### config.mk
export PLATFORM = sky130hd
export DESIGN_NAME = ddrem_ctrl_flat
export DESIGN_NICKNAME = d
export VERILOG_FILES = /design/src/common/ddrem_pkg.sv /design/src/common/ddrem_if.sv /design/src/core/ddrem_ctrl.sv /design/src/flat_wrapper.sv
export SDC_FILE = /design/constraint.sdc
export NUM_CORES = 1
export LEC_CHECK = 0
export BUFFER_PORTS_ARGS = -buffer_cell sky130_fd_sc_hd__buf_2
export CORE_AREA = 8 8 113 115
export DETAILED_ROUTE_END_ITERATION = 8
export DIE_AREA = 0 0 121 123
export PLACE_DENSITY = 0.52
export SETUP_SLACK_MARGIN = 0.5
export SLEW_MARGIN = 10
export SYNTH_ARGS = -nofsm -noshare
export SYNTH_HDL_FRONTEND = slang
export SYNTH_SLANG_ARGS = --single-unit
### constraint.sdc
create_clock -name ref_clk -period 4.48 [get_ports ref_clk]
set_clock_uncertainty 0.15 [all_clocks]
set_input_delay 0.448 -clock ref_clk [delete_from_list [all_inputs] [get_ports ref_clk]]
set_output_delay 0.448 -clock ref_clk [all_outputs]
set_load 0.1 [all_outputs]
### src/common/ddrem_pkg.sv
// Constants, field layout and types shared by the mode register link ends.
// Assumes one clock, ref_clk, shared by both ends; commands are single-cycle.
// Contract
// Load-mode with bank 01 writes register
// Controller programs register during initialization
// All banks precharged, clock enable high
// Wait mode-register cycle time after write
// Rewrite allowed when all banks precharged
// Controller keeps DLL enabled normally
// Self refresh turns DLL off, on
// Wait 200 clocks before read after DLL
// A0 zero enables DLL
// A1 selects full or reduced drive
// A5..A3 posted latency, 6,7 reserved
// A6,A2 termination: 00 off, 11 50 ohm
// Termination 01 75 ohm, 10 150 ohm
// A9..A7 driver calibration program field
// A10 high disables complement strobes
// A11 selects read strobe over mask
// A12 disables data and strobe outputs
// Sixteen-bit device writes A11 zero
// A13 only on eight-bit device
`default_nettype none
package ddrem_pkg;
    localparam int ADDR_W = 14;
    localparam int BANK_W = 2;
    localparam logic [1:0] BANK_EXT_ONE = 2'h1;
    localparam int DLL_OFF_BIT = 0;
    localparam int DRIVE_BIT = 1;
    localparam int RTT_LO_BIT = 2;
    localparam int PLAT_LSB = 3;
    localparam int RTT_HI_BIT = 6;
    localparam int CAL_LSB = 7;
    localparam int NSTRB_OFF_BIT = 10;
    localparam int RSTRB_BIT = 11;
    localparam int QOFF_BIT = 12;
    localparam int A13_BIT = 13;
    localparam logic [2:0] PLAT_MAX = 3'h5;
    localparam logic [2:0] CAL_EXIT = 3'h0;
    localparam logic [2:0] CAL_DEFAULT = 3'h7;
    localparam logic [1:0] RTT_OFF = 2'h0;
    localparam logic [1:0] RTT_75 = 2'h1;
    localparam logic [1:0] RTT_150 = 2'h2;
    localparam logic [1:0] RTT_50 = 2'h3;
    localparam int CLK_MHZ = 250;
    localparam int TMRD_NS = 8;
    localparam int TMRD_CYC = (TMRD_NS * CLK_MHZ + 999) / 1000;
    localparam int DLL_LOCK_CYC = 200;
    localparam logic [7:0] DLL_LOCK_CNT = 8'(DLL_LOCK_CYC);
    localparam logic [7:0] TMRD_CNT = 8'(TMRD_CYC);
    localparam logic [ADDR_W-1:0] EMR_RESET = 14'h0000;
    // Software port of the controller
    localparam logic [3:0] REG_VALUE = 4'h0;
    localparam logic [3:0] REG_CTRL = 4'h4;
    localparam logic [3:0] REG_STATUS = 4'h8;
    localparam int CTRL_GO_BIT = 0;
    localparam int CTRL_BANKS_BIT = 1;
    localparam int CTRL_CKE_BIT = 2;
    localparam int CTRL_SREF_BIT = 3;
    localparam int CTRL_X16_BIT = 4;
    localparam int CTRL_READ_BIT = 5;
    typedef enum logic [3:0] {
        DDREM_IDLE = 4'h1,
        DDREM_ISSUE = 4'h2,
        DDREM_WAIT = 4'h4,
        DDREM_REFUSE = 4'h8
    } ddrem_state_t;
endpackage
`default_nettype wire

### src/common/ddrem_if.sv
// Command and address pins between controller and memory mode register logic.
// Assumes both ends run on ref_clk; commands sampled on each rising edge.
`default_nettype none
interface ddrem_if import ddrem_pkg::*; ();
    logic cke;
    logic cs_n;
    logic ras_n;
    logic cas_n;
    logic we_n;
    logic [BANK_W-1:0] bank;
    logic [ADDR_W-1:0] addr;
    logic banks_idle;
    logic sref;
    logic dll_on;
    modport ctrl (output cke, cs_n, ras_n, cas_n, we_n, bank, addr, banks_idle, sref,
                  input dll_on);
    modport mem (input cke, cs_n, ras_n, cas_n, we_n, bank, addr, banks_idle, sref,
                 output dll_on);
endinterface
`default_nettype wire

### src/core/ddrem_ctrl.sv
// Controller end: issues load-mode writes on software request.
// Assumes software port strobes are one cycle and never overlap.
//
// Our own choices: the register offsets and the plain strobed port.
`default_nettype none
module ddrem_ctrl import ddrem_pkg::*; (
    input wire logic ref_clk, // Clock
    input wire logic srst, // Sync reset
    input wire logic [3:0] sw_addr, // Register address
    input wire logic [31:0] sw_wdata, // Write data
    input wire logic sw_wr, // Write strobe
    input wire logic sw_rd, // Read strobe
    output logic [31:0] sw_rdata, // Read data, cycle after strobe
    ddrem_if.ctrl pins // Command pins
);
    ddrem_state_t state;
    logic [ADDR_W-1:0] value;
    logic [5:0] ctrl;
    logic [7:0] mrd_cnt;
    logic [7:0] lock_cnt;
    logic programmed;
    logic refused;
    logic go;
    logic issue_ok;
    logic dll_on_d;
    assign go = sw_wr && sw_addr == REG_CTRL && sw_wdata[CTRL_GO_BIT];
    // Go write must itself keep banks and cke set, and the pins must show them already
    assign issue_ok = sw_wdata[CTRL_BANKS_BIT] && sw_wdata[CTRL_CKE_BIT]
                      && pins.cke && pins.banks_idle;
    always_ff @(posedge ref_clk) begin
        if (srst) begin
            value <= EMR_RESET;
            ctrl <= 6'h00;
        end else if (sw_wr && sw_addr == REG_VALUE) begin
            value <= sw_wdata[ADDR_W-1:0];
        end else if (sw_wr && sw_addr == REG_CTRL) begin
            ctrl <= {sw_wdata[5:1], 1'b0};
        end
    end
    always_ff @(posedge ref_clk) begin
        if (srst) begin
            state <= DDREM_IDLE;
            mrd_cnt <= 8'h00;
            programmed <= 1'b0;
            refused <= 1'b0;
        end else begin
            case (state)
                DDREM_IDLE: if (go) begin
                    state <= issue_ok ? DDREM_ISSUE : DDREM_REFUSE;
                end
                DDREM_ISSUE: begin
                    state <= DDREM_WAIT;
                    mrd_cnt <= TMRD_CNT;
                end
                DDREM_WAIT: if (mrd_cnt <= 8'h1) begin
                    state <= DDREM_IDLE;
                    programmed <= 1'b1;
                    refused <= 1'b0;
                end else begin
                    mrd_cnt <= mrd_cnt - 8'h1;
                end
                DDREM_REFUSE: begin
                    refused <= 1'b1;
                    state <= DDREM_IDLE;
                end
                default: state <= DDREM_IDLE;
            endcase
        end
    end
    always_ff @(posedge ref_clk) begin
        if (srst) begin
            pins.cs_n <= 1'b1;
            pins.ras_n <= 1'b1;
            pins.cas_n <= 1'b1;
            pins.we_n <= 1'b1;
            pins.bank <= 2'h0;
            pins.addr <= 14'h0000;
        end else if (state == DDREM_IDLE && go && issue_ok) begin
            pins.cs_n <= 1'b0;
            pins.ras_n <= 1'b0;
            pins.cas_n <= 1'b0;
            pins.we_n <= 1'b0;
            pins.bank <= BANK_EXT_ONE;
            pins.addr <= ctrl[CTRL_X16_BIT] ? (value & ~(14'h1 << RSTRB_BIT)) : value;
        end else begin
            pins.cs_n <= 1'b1;
            pins.ras_n <= 1'b1;
            pins.cas_n <= 1'b1;
            pins.we_n <= 1'b1;
        end
    end
    always_ff @(posedge ref_clk) begin
        if (srst) begin
            pins.cke <= 1'b0;
            pins.banks_idle <= 1'b0;
            pins.sref <= 1'b0;
        end else begin
            pins.cke <= ctrl[CTRL_CKE_BIT];
            pins.banks_idle <= ctrl[CTRL_BANKS_BIT];
            pins.sref <= ctrl[CTRL_SREF_BIT];
        end
    end
    // Lock counter restarts on each DLL turn-on
    always_ff @(posedge ref_clk) begin
        if (srst) begin
            dll_on_d <= 1'b0;
            lock_cnt <= 8'h00;
        end else begin
            dll_on_d <= pins.dll_on;
            if (pins.dll_on && !dll_on_d) begin
                lock_cnt <= DLL_LOCK_CNT;
            end else if (lock_cnt != 8'h00) begin
                lock_cnt <= lock_cnt - 8'h1;
            end
        end
    end
    always_ff @(posedge ref_clk) begin
        if (srst) begin
            sw_rdata <= 32'h0;
        end else if (sw_rd) begin
            case (sw_addr)
                REG_VALUE: sw_rdata <= {18'h0, value};
                REG_CTRL: sw_rdata <= {26'h0, ctrl};
                REG_STATUS: sw_rdata <= {24'h0, state, refused, programmed,
                    pins.dll_on && lock_cnt == 8'h00,
                    state != DDREM_IDLE};
                default: sw_rdata <= 32'h0;
            endcase
        end else begin
            sw_rdata <= 32'h0;
        end
    end
endmodule // ddrem_ctrl
`default_nettype wire

### src/flat_wrapper.sv
// flat-port wrapper written by rule: the top's interface ports become plain ports
module ddrem_ctrl_flat import ddrem_pkg::*;
  (ref_clk, srst, sw_addr, sw_wdata, sw_wr, sw_rd, sw_rdata, pins_cke, pins_cs_n, pins_ras_n, pins_cas_n, pins_we_n, pins_bank, pins_addr, pins_banks_idle, pins_sref, pins_dll_on);
  ddrem_if pins_i ();
  input wire logic ref_clk;
  input wire logic srst;
  input wire logic [3:0] sw_addr;
  input wire logic [31:0] sw_wdata;
  input wire logic sw_wr;
  input wire logic sw_rd;
  output logic [31:0] sw_rdata;
  output wire logic [$bits(pins_i.cke)-1:0] pins_cke;
  output wire logic [$bits(pins_i.cs_n)-1:0] pins_cs_n;
  output wire logic [$bits(pins_i.ras_n)-1:0] pins_ras_n;
  output wire logic [$bits(pins_i.cas_n)-1:0] pins_cas_n;
  output wire logic [$bits(pins_i.we_n)-1:0] pins_we_n;
  output wire logic [$bits(pins_i.bank)-1:0] pins_bank;
  output wire logic [$bits(pins_i.addr)-1:0] pins_addr;
  output wire logic [$bits(pins_i.banks_idle)-1:0] pins_banks_idle;
  output wire logic [$bits(pins_i.sref)-1:0] pins_sref;
  input wire logic [$bits(pins_i.dll_on)-1:0] pins_dll_on;
  assign pins_cke = pins_i.cke;
  assign pins_cs_n = pins_i.cs_n;
  assign pins_ras_n = pins_i.ras_n;
  assign pins_cas_n = pins_i.cas_n;
  assign pins_we_n = pins_i.we_n;
  assign pins_bank = pins_i.bank;
  assign pins_addr = pins_i.addr;
  assign pins_banks_idle = pins_i.banks_idle;
  assign pins_sref = pins_i.sref;
  assign pins_i.dll_on = pins_dll_on;
  ddrem_ctrl u_core (.ref_clk(ref_clk), .srst(srst), .sw_addr(sw_addr), .sw_wdata(sw_wdata), .sw_wr(sw_wr), .sw_rd(sw_rd), .sw_rdata(sw_rdata), .pins(pins_i));
endmodule
==> results of run 1 <==
## Yosys cell counts, types with 2 or more instances
library cell and instances:
o211ai_1 2, or4_1 4, nor3_1 6, xnor2_1 2, buf_2 5, nand3_1 21, o31ai_1 2, or3_1 5
inv_1 7, mux2i_1 25, and2_1 7, dfxtp_1 75, a21oi_1 33, clkbuf_1 11, nor4b_1 2, o21ai_0 16
ha_1 4, a31oi_1 3, or2_2 3, nand2_1 15, nor2_1 36, a2111oi_0 2, a211oi_1 2, xor2_1 4
nand2b_1 5, nor2b_1 11, buf_4 23
## placed cells by master, fill, tap and decap left out, types with 4 or more instances in the layout
master,count
dfxtp_1,75
buf_2,58
nor2_1,36
a21oi_1,33
mux2i_1,25
nand3_1,21
conb_1,19
o21ai_0,16
nand2_1,15
nor2b_1,10
clkbuf_16,9
inv_1,7
and2_1,7
nor3_1,6
nand2b_1,5
or3_1,5
or4_1,4
xor2_1,4
ha_1,4
## how the worst min path moves through the flow
stage | endpoint | start | slack (ns) | depth (start not counted)
final | u_core.value[7] | sw_wdata[7] | 0.20 | 3
after detailed placement | u_core.ctrl[5] | u_core.ctrl[5] | 0.31 | 2
after floorplan | u_core.ctrl[5] | u_core.ctrl[5] | 0.29 | 2
after global placement | u_core.ctrl[5] | u_core.ctrl[5] | 0.29 | 2
after global routing | u_core.value[13] | sw_wdata[13] | 0.20 | 3
after CTS | u_core.value[7] | sw_wdata[7] | 0.19 | 3
## sequential cells by signal (all words and copies together) (netlist names), 4 cells and up
signal,count
u_core.pins.addr,14
u_core.sw_rdata,14
u_core.value,14
u_core.lock_cnt,8
u_core.mrd_cnt,8
u_core.ctrl,5
u_core.state,4
## per-layer routing
layer  vias to the layer above  routed length (µm)  global-route usage  share of wire
met4                         0                 136              0.0468          0.018
met5                         -                   0                   0              0
met1                      1166                3660               0.134           0.48
li1                       1279                   -                   -              -
met3                        14                 303              0.0338          0.039
met2                        42                3590               0.163           0.47
## through the flow
| stage | util | instances | instance area, µm² | setup WS, ns | power [W] |
|---|---|---|---|---|---|
| after CTS | 0.348 | 548 | 3860 | 1.95 | 0.00182 |
| after detailed placement | 0.317 | 532 | 3510 | 1.66 | 0.000983 |
| final | 0.348 | 548 | 3860 | 1.92 | 0.00179 |
| after global routing | 0.348 | 548 | 3860 | 1.63 | 0.00187 |
| after global placement | 0.317 | 532 | 3510 | 1.65 | 0.000981 |
| after floorplan | - | 372 | 3290 | 2.36 | 0.000955 |
## kinds of logic after synthesis
group,count (synthesis)
AO/OA/AOI/OAI,68
XOR/XNOR,6
adder cells (fa/ha/maj),4
buffers and inverters,48
flip-flops,75
multiplexers,25
other,1
AND/OR/NAND/NOR,127
## report_power, final
part / switching, W / leakage, nW / internal [W] / total, W
logic: 0.000169 / 0.777 / 0.0000823 / 0.000251
registers: 0.0000235 / 0.607 / 0.000693 / 0.000717
clock network: 0.000268 / 0.169 / 0.000557 / 0.000825
## area by class of cell
cell class,count,area (µm²),area share
inverter,7,26.3,0.00681
sequential,75,1500,0.389
clock buffer,11,243,0.0629
tap,143,179,0.0464
multi-input combinational,249,1520,0.393
timing repair buffer,58,290,0.0753
clock inverter,5,100,0.0260
## worst reg2reg max path, delay by kind of cell (launching register included)
kind / cells / cell delay, ns
and+or+nand+nor: 3 / 1.68
DFF: 1 / 0.48
AOI/OAI and AO/OA: 1 / 0.16
==> out/qor.csv, run 1 <==
stage,metric,value,unit
run_status,run status,"complete, no violations",
grt,largest net degree at the start of global routing,55,
layout,antenna cells,0,
synth,largest family of logic cells by synthesized area,simple AND/OR/NAND/NOR gates,
clocking,Worst-Skew Late Latency,0.33,ns
layout,# nets final,445,
synth,Synth warnings,0,
synth,Post-synth top flop,dfxtp_1,
grt,Congestion Overflow GR,0,
clocking,post-CTS sizing,0,
synth,Synth Cell Area,0.00322,mm²
power,P per Cell Area,465,mW/mm²
setup_path,type of origin of the critical path,register,
layout,Area Overhead vs Synth,19.7,%
drt,routed vias/inst,4.56,
sta,maximum clock rate,0.391,GHz
synth,share of flip-flops with an asynchronous set or reset,0,
clocking,post-CTS setup repair buffer count,0,
synth,"Seq/Total Area, Yosys",0.466,
setup_path,Critical Path Source,u_core.state[0],
drt,wire per inst,14.0,µm
grt,first-pass GRT wire length,12.7,mm
floorplanning,die height,123,µm
sta,Max-slew headroom,0.325,
synth,post-synthesis compound-gate area fraction,0.124,
sta,unrepaired setup endpoints after global routing,false,
setup_path,Critical-path top delay cell,and2_0,
floorplanning,die area,0.0149,mm²
drt,total wire length,7.69,mm
floorplanning,Starting Density,0.291,
clocking,hold buffers post-CTS,0,
synth,"top cells by area, synth","dfxtp_1 (47%), mux2i_1 (7.8%), buf_4 (5.4%)",
grt,GRT Util Overall,0.106,
placement,hpwl dp,5.53,mm
drt,"antenna viol nets, final",0,
synth,count of different cell masters after synthesis,50,
sta,fin. max-slew vios,0,
sta,Slew @ Worst Pin,1.01,ns
setup_path,Worst Path Max Fanout,15,
synth,Synth Register Bits,75,
setup_path,CP top delay family,simple AND/OR/NAND/NOR gates,
clocking,Max H-tree Level,3,
floorplanning,row count,39,
synth,XOR/XNOR Fraction of Synth Area,0.0163,
synth,Post-synth EDFFs,0,
drt,DRC,0,
synth,mux contribution to synthesized area,0.0777,
setup_path,R2R Path Start,u_core.state[0],
setup_path,critical path type,reg2reg,
sta,period utilization,0.570,
setup_path,Crit path arrival time,2.66,ns
synth,Simple-Gate Fraction of Synth Area,0.214,
run,MaxCap Viol Count,0,
power,"IR drop worst, VDD",229,µV
sta,Final Hold Viols,0,
setup_path,CP max stage delay,0.84,ns
placement,GPL Wtd Cong,0.739,
synth,Avg Synthesized Cell Area,9.10,µm²
worst_hold_path,Hold WC Path Type,in2reg,
setup_path,R2R cell count,4,
synth,Cells after Synth,354,
placement,port buffer count,58,
floorplanning,IO Pins,96,
power,LEAKAGE,1.55,nW
floorplanning,Core Region,0.0111,mm²
sta,TNS Setup,0,ns
setup_path,cell count along the critical path,4,
setup_path,Worst setup endpoint,u_core.pins.addr[1],
setup_path,flop-to-flop setup slack,1.92,ns
synth,"area leader, netlist",dfxtp_1,
clocking,CTS Buf Count,9,
setup_path,RR Endpoint,u_core.pins.addr[1],
setup_path,Buf/Inv on CP,0,
sta,final critical-path required period,2.56,ns
setup_path,worst path cell trace,"nor4b_1, and2_0, nand3_1, a21oi_1",
drt,via count,2501,
drt,drt first-iter violations,125,
layout,Fill cells,1160,
grt,initial antenna violation count,0,
sta,Hold WS,0.199,ns
floorplanning,Die Width,121,µm
synth,adder-cell share of the synthesized area,0.0155,
clocking,root buffer cell,clkbuf_16,
setup_path,crit end category,register,
clocking,Sink Count,75,
layout,share of layout cells above drive strength 1,0.207,
drt,Pre-Repair DR Iteration Count,4,
clocking,Clock Tree Buf Depth,2,
sta,Final Setup Violations,0,
setup_path,WP data required,4.58,ns
grt,vias in the first global route,2534,
synth,post-synth top area share,0.466,
clocking,clk slew on worst S/H paths,0.06,ns
clocking,TritonCTS clock tree,built,
(Power assumes the default switching activity.)
==> inputs of run 2 (changes only) <==
Clock period 4.48 ns to 2.4 ns, I/O delays scaled along.
==> run 2 against run 1 <==
Compared with the run above: wire length is 1.5% higher; register-to-register slack worse by 1.5 ns; cell count is 3.3% higher.
==> out/qor.csv, run 2 (synthesis results as in run 1) <==
stage,metric,value,unit,change
worst_hold_path,Hold WC Path Type,in2reg,,
sta,Hold WS,0.0176,ns,-0.182 ns
layout,antenna cells,0,,unchanged
power,"IR drop worst, VDD",331,µV,+45%
sta,Max-slew headroom,0.619,,+0.294
sta,unrepaired setup endpoints after global routing,true,,
placement,DP Cell Count,543,,+2.1%
sta,Final Setup Violations,0,,unchanged
floorplanning,Die Width,121,µm,unchanged
power,total internal power,0.00232,W,+74%
drt,total wire length,7.81,mm,+1.5%
placement,GPL Wtd Cong,0.733,,-0.73%
clocking,root buffer cell,clkbuf_16,,
grt,Congestion Overflow GR,0,,unchanged
sta,fin. max-slew vios,0,,unchanged
layout,biggest regs,"u_core.pins.addr (14), u_core.sw_rdata (14), u_core.value (14)",,
clocking,TritonCTS clock tree,built,,
setup_path,worst path cell trace,"or4_4, or3_4, or3_1, a31oi_1",,
drt,"antenna viol nets, final",0,,unchanged
floorplanning,IO Pins,96,,unchanged
power,Reg power frac,0.422,,+0.022
sta,Final Hold Viols,0,,unchanged
layout,Final Util,0.366,,+0.0175
sta,final critical-path required period,1.94,ns,-0.618 ns
setup_path,critical path type,reg2reg,,
clocking,clk slew on worst S/H paths,0.06,ns,about the same
floorplanning,Starting Density,0.291,,unchanged
setup_path,CP max stage delay,0.59,ns,-0.25 ns
drt,DRC,0,,unchanged
setup_path,WP data required,2.50,ns,-2.08 ns
setup_path,Critical-path top delay cell,or4_4,,
drt,drt first-iter violations,64,,-49%
grt,largest net degree at the start of global routing,53,,-3.6%
grt,vias in the first global route,2616,,+3.2%
floorplanning,die area,0.0149,mm²,unchanged
drt,routed vias/inst,4.54,,-0.51%
clocking,Max H-tree Level,3,,unchanged
floorplanning,die height,123,µm,unchanged
sta,period utilization,0.807,,+0.237
clocking,Clock Tree Buf Depth,2,,unchanged
power,combinational power share,0.171,,+0.031
power,LEAKAGE,1.63,nW,+4.9%
setup_path,crit end category,register,,
setup_path,Crit path arrival time,2.04,ns,-0.62 ns
layout,"commonest non-fill, non-tap cells in the layout","dfxtp_1 (70), buf_2 (58), nor2_1 (36)",,
grt,first-pass GRT wire length,12.7,mm,about the same
power,P_sw,0.000871,W,+89%
power,clock share of power,0.406,,-0.054
sta,Slew @ Worst Pin,0.572,ns,-0.441 ns
clocking,CTS Buf Count,9,,unchanged
grt,initial antenna violation count,0,,unchanged
run,MaxCap Viol Count,0,,unchanged
power,P per Cell Area,787,mW/mm²,+69%
layout,share of layout cells above drive strength 1,0.258,,+0.0503
drt,wire per inst,13.8,µm,-1.7%
setup_path,type of origin of the critical path,register,,
floorplanning,row count,39,,unchanged
sta,maximum clock rate,0.516,GHz,+32%
power,Sw Share,0.273,,+0.0165
clocking,Sink Count,75,,unchanged
run_status,run status,"complete, no violations",,
sta,TNS Setup,0,ns,unchanged
drt,Pre-Repair DR Iteration Count,4,,unchanged
placement,hpwl dp,5.80,mm,+4.8%
layout,Area Overhead vs Synth,25.7,%,
setup_path,Worst Path Max Fanout,7,,-8
clocking,Worst-Skew Late Latency,0.32,ns,about the same
placement,port buffer count,58,,unchanged
layout,"commonest non-fill, non-tap cell in the layout",dfxtp_1,,
layout,# nets final,465,,+4.5%
drt,via count,2570,,+2.8%
layout,fin cells,566,,+3.3%
floorplanning,Core Region,0.0111,mm²,unchanged
grt,GRT Util Overall,0.106,,-0.000315
-- run 2: final timing paths --
| path | slack (ns) | cells past startpoint | startpoint | end |
|---|---|---|---|---|
| max | 0.46 | 4 | u_core.mrd_cnt[5] | u_core.mrd_cnt[0] |
| min | 0.02 | 3 | sw_wdata[10] | u_core.value[10] |
| max reg2reg | 0.46 | 4 | u_core.mrd_cnt[5] | u_core.mrd_cnt[0] |
| min reg2reg | 0.31 | 2 | u_core.mrd_cnt[5] | u_core.mrd_cnt[5] |
-- run 2: cell type report --
type,instances,area [µm²]
multi-input cells,249,1590
repair buffers,78,468
inverters,7,26.3
fillers,1123,7030
flip-flops and latches,75,1510
well taps,143,179
clock inverters,3,40.0
clock buffers,11,243
-- run 2: per-stage QoR --
stage               cell area, µm²  power, W  setup slack, ns
finish                        4050   0.00319            0.462
global placement              3610   0.00184            0.295
detailed placement            3610   0.00184            0.239
floorplan                     3300   0.00178            0.477
global route                  4050   0.00334            0.403
CTS                           3990   0.00317            0.460
-- run 2: critical path: cells and delay by family, from the launching register on --
| family | cells | cell delay (ns) |
|---|---|---|
| compound gates | 1 | 0.12 |
| simple gates | 3 | 1.27 |
| flops | 1 | 0.32 |
-- run 2: layer usage --
metal	wire, µm	global-route usage
met5	0	0
met4	82	0.0398
met3	276	0.0251
met1	3570	0.128
met2	3870	0.178
-- run 2: power by group through the flow --
stage | Clock, W | Sequential [W] | Combinational, W
after floorplan | 0 | 0.00136 | 0.000424
after global placement | 0 | 0.00136 | 0.000472
after detailed placement | 0 | 0.00137 | 0.000477
after CTS | 0.00133 | 0.00134 | 0.000500
after global routing | 0.00138 | 0.00135 | 0.000605
final | 0.00129 | 0.00135 | 0.000546
-- run 2: what timing repair did --
action,CTS,global route
setup buffers,0,3
setup endpoints to repair,9,13
hold buffers,6,0
hold endpoints to repair,6,0
pin swaps,1,2
resized for setup,9,8
==> inputs of run 3 (changes only) <==
Settings changed: ABC_AREA set to 1, PLACE_DENSITY 0.52 to 0.51.
Clock period 2.4 ns to 1.8 ns, I/O delays scaled along.
==> run 3 against run 2 <==
Compared with the run above: die area unchanged; cell count increased by 19%; critical path type unchanged; total power increased by 43%; sequential power increased by 30%; critical endpoint is now u_core.mrd_cnt[3]; largest power group is now clock; global-route usage increased by 1.6 points; cell area increased by 20%; sequential share of layout area decreased by 5.6 points; worst setup slack got worse by 0.15 ns.
==> out/qor.csv, run 3 <==
stage,metric,value,unit,change
sta,maximum clock rate,0.673,GHz,+30%
clocking,Sink Count,75,,unchanged
drt,Pre-Repair DR Iteration Count,4,,unchanged
synth,share of flip-flops with an asynchronous set or reset,0,,unchanged
setup_path,Critical Path Source,u_core.mrd_cnt[0],,
sta,Hold WS,0.0156,ns,-0.00206 ns
worst_hold_path,worst hold path depth,3,,unchanged
setup_path,WP data required,1.88,ns,-0.62 ns
power,LEAKAGE,2.13,nW,+31%
synth,synth cell count leaders,"dfxtp_1 (75), nor2_1 (60), nand2_1 (57)",,
worst_hold_path,hold path startpoint,sw_wdata[13],,
clocking,CTS Buf Count,9,,unchanged
placement,GPL Wtd Cong,0.780,,+6.4%
floorplanning,die height,123,µm,unchanged
synth,Synth warnings,0,,unchanged
synth,Cells after Synth,417,,+18%
grt,initial antenna violation count,0,,unchanged
synth,"area leader, netlist",dfxtp_1,,
floorplanning,die area,0.0149,mm²,unchanged
power,total power,0.00456,W,+43%
synth,"top cells by area, synth","dfxtp_1 (47%), nor2_1 (7.1%), nand2_1 (6.7%)",,
placement,hpwl dp,6.06,mm,+4.6%
drt,routed vias/inst,4.52,,-0.45%
layout,Area Overhead vs Synth,52.1,%,
grt,GRT Util Overall,0.121,,+0.0159
setup_path,crit end category,register,,
setup_path,R2R Path Start,u_core.mrd_cnt[0],,
sta,Final Setup Violations,0,,unchanged
floorplanning,Starting Density,0.288,,-0.00260
synth,cell with the most instances after synthesis,dfxtp_1,,
sta,Final Worst Setup Slack,0.314,ns,-0.148 ns
synth,post-synth top area share,0.470,,+0.00420
placement,port buffer count,58,,unchanged
power,"IR drop worst, VDD",480,µV,+45%
grt,first-pass GRT wire length,14.3,mm,+12%
floorplanning,IO Pins,96,,unchanged
placement,DP Cell Count,608,,+12%
power,P per Cell Area,939,mW/mm²,+19%
layout,biggest regs,"u_core.pins.addr (14), u_core.sw_rdata (14), u_core.value (14)",,
sta,final critical-path required period,1.49,ns,-0.452 ns
grt,largest net degree at the start of global routing,33,,-38%
synth,Post-synth EDFFs,0,,unchanged
drt,total wire length,9.27,mm,+19%
run,MaxCap Viol Count,0,,unchanged
synth,count of different cell masters after synthesis,30,,-40%
floorplanning,row count,39,,unchanged
floorplanning,Die Width,121,µm,unchanged
drt,"antenna viol nets, final",0,,unchanged
layout,"commonest non-fill, non-tap cell in the layout",dfxtp_1,,
worst_hold_path,Worst Hold End,u_core.value[13],,
layout,share of layout cells above drive strength 1,0.393,,+0.135
setup_path,Worst Path Max Fanout,7,,unchanged
sta,period utilization,0.826,,+0.0182
setup_path,R2R cell count,10,,+6
placement,DP Worst Slack,0.174,ns,-0.0650 ns
sta,TNS Setup,0,ns,unchanged
clocking,root buffer cell,clkbuf_16,,
synth,Avg Synthesized Cell Area,7.66,µm²,-16%
clocking,Max H-tree Level,3,,unchanged
drt,wire per inst,13.8,µm,+0.15%
run_status,run status,"complete, no violations",,
synth,Post-synth top flop,dfxtp_1,,
layout,# nets final,567,,+22%
floorplanning,Core Region,0.0111,mm²,unchanged
drt,DRC,0,,unchanged
layout,fin cells,671,,+19%
grt,Congestion Overflow GR,0,,unchanged
sta,Max-slew headroom,0.629,,+0.00999
sta,fin. max-slew vios,0,,unchanged
synth,Synth Register Bits,75,,unchanged
layout,"commonest non-fill, non-tap cells in the layout","dfxtp_1 (57), nand2_1 (49), nor2_1 (47)",,
clocking,Clock Tree Buf Depth,2,,unchanged
drt,drt first-iter violations,168,,+160%
synth,Synth Cell Area,0.00319,mm²,-0.89%
setup_path,Crit path arrival time,1.56,ns,-0.48 ns
sta,unrepaired setup endpoints after global routing,true,,
clocking,clk slew on worst S/H paths,0.06,ns,about the same
setup_path,RR Endpoint,u_core.mrd_cnt[3],,
sta,Final Hold Viols,0,,unchanged
sta,Slew @ Worst Pin,0.555,ns,-0.0163 ns
setup_path,type of origin of the critical path,register,,
setup_path,critical path type,reg2reg,,
drt,via count,3033,,+18%
clocking,TritonCTS clock tree,built,,
clocking,Worst-Skew Late Latency,0.33,ns,about the same
synth,"Seq/Total Area, Yosys",0.470,,+0.00420
setup_path,flop-to-flop setup slack,0.31,ns,-0.15 ns
worst_hold_path,Hold WC Path Type,in2reg,,
grt,vias in the first global route,2943,,+13%
==> run 3: final cells by class <==
cell class | instances | area [µm²]
clock inverters | 4 | 53.8
clock buffers | 12 | 268
repair buffers | 109 | 950
diodes | 1 | 2.50
inverters | 54 | 218
well taps | 143 | 179
fillers | 1099 | 6220
flip-flops and latches | 75 | 1530
multi-input cells | 273 | 1650
==> run 3: power breakdown <==
part           internal (W)  switching, W  total, W  leakage, nW
clock               0.00120      0.000705   0.00191        0.159
combinational      0.000327      0.000568  0.000895         1.36
sequential          0.00172     0.0000427   0.00176        0.615
==> run 3: what timing repair did <==
action                                  4_1_cts  5_1_grt
hold buffers                                 12        0
endpoints found under the setup margin       74       52
gates cloned                                  0        2
gates resized for setup                      93       79
setup buffers                                15       17
endpoints found under the hold margin        14        0
pin swaps                                    22       32
==> run 3: cell families after synthesis <==
kind of cell,after synthesis,share of synthesized area
adders and majority gates,4,0.0157
AOI/OAI and AO/OA,78,0.130
other,1,0.00117
buffers and inverters,89,0.141
xor gates and xnor gates,3,0.00823
DFF,75,0.470
and+or+nand+nor,167,0.234
==> run 3: metrics by stage <==
step                       util  area [µm²]
after floorplan               -        3310
after global placement    0.324        3590
after detailed placement  0.324        3590
after CTS                 0.398        4410
after global routing      0.438        4850
final                     0.438        4860
==> run 3: worst max-delay path by stage <==
| stage | to | slack (ns) | cells after the start |
|---|---|---|---|
| 2_1_floorplan | u_core.mrd_cnt[2] | 0.30 | 10 |
| 3_3_place_gp | u_core.pins.addr[11] | 0.18 | 7 |
| 3_5_place_dp | u_core.pins.addr[9] | 0.17 | 7 |
| 4_1_cts | u_core.pins.addr[2] | 0.31 | 8 |
| 5_1_grt | u_core.mrd_cnt[6] | 0.26 | 9 |
| 6_report | u_core.mrd_cnt[3] | 0.31 | 10 |
==> run 3: worst max-delay path, stage by stage, from the launching register on <==
cell	delay (ns)
dfxtp_4	0.38
inv_4	0.04
ha_4	0.16
nor2_4	0.14
nor2_4	0.05
nand2_4	0.08
nand2_8	0.09
nand2_8	0.11
nand3_2	0.06
nand2_1	0.07
nor2_1	0.04
==> run 3: metal layers <==
| layer | vias to the layer above | wire (µm) | GRT usage |
|---|---|---|---|
| met2 | 91 | 4700 | 0.205 |
| met5 | - | 0 | 0 |
| met3 | 15 | 468 | 0.0301 |
| met4 | 0 | 229 | 0.0656 |
| li1 | 1523 | - | - |
| met1 | 1404 | 3870 | 0.140 |
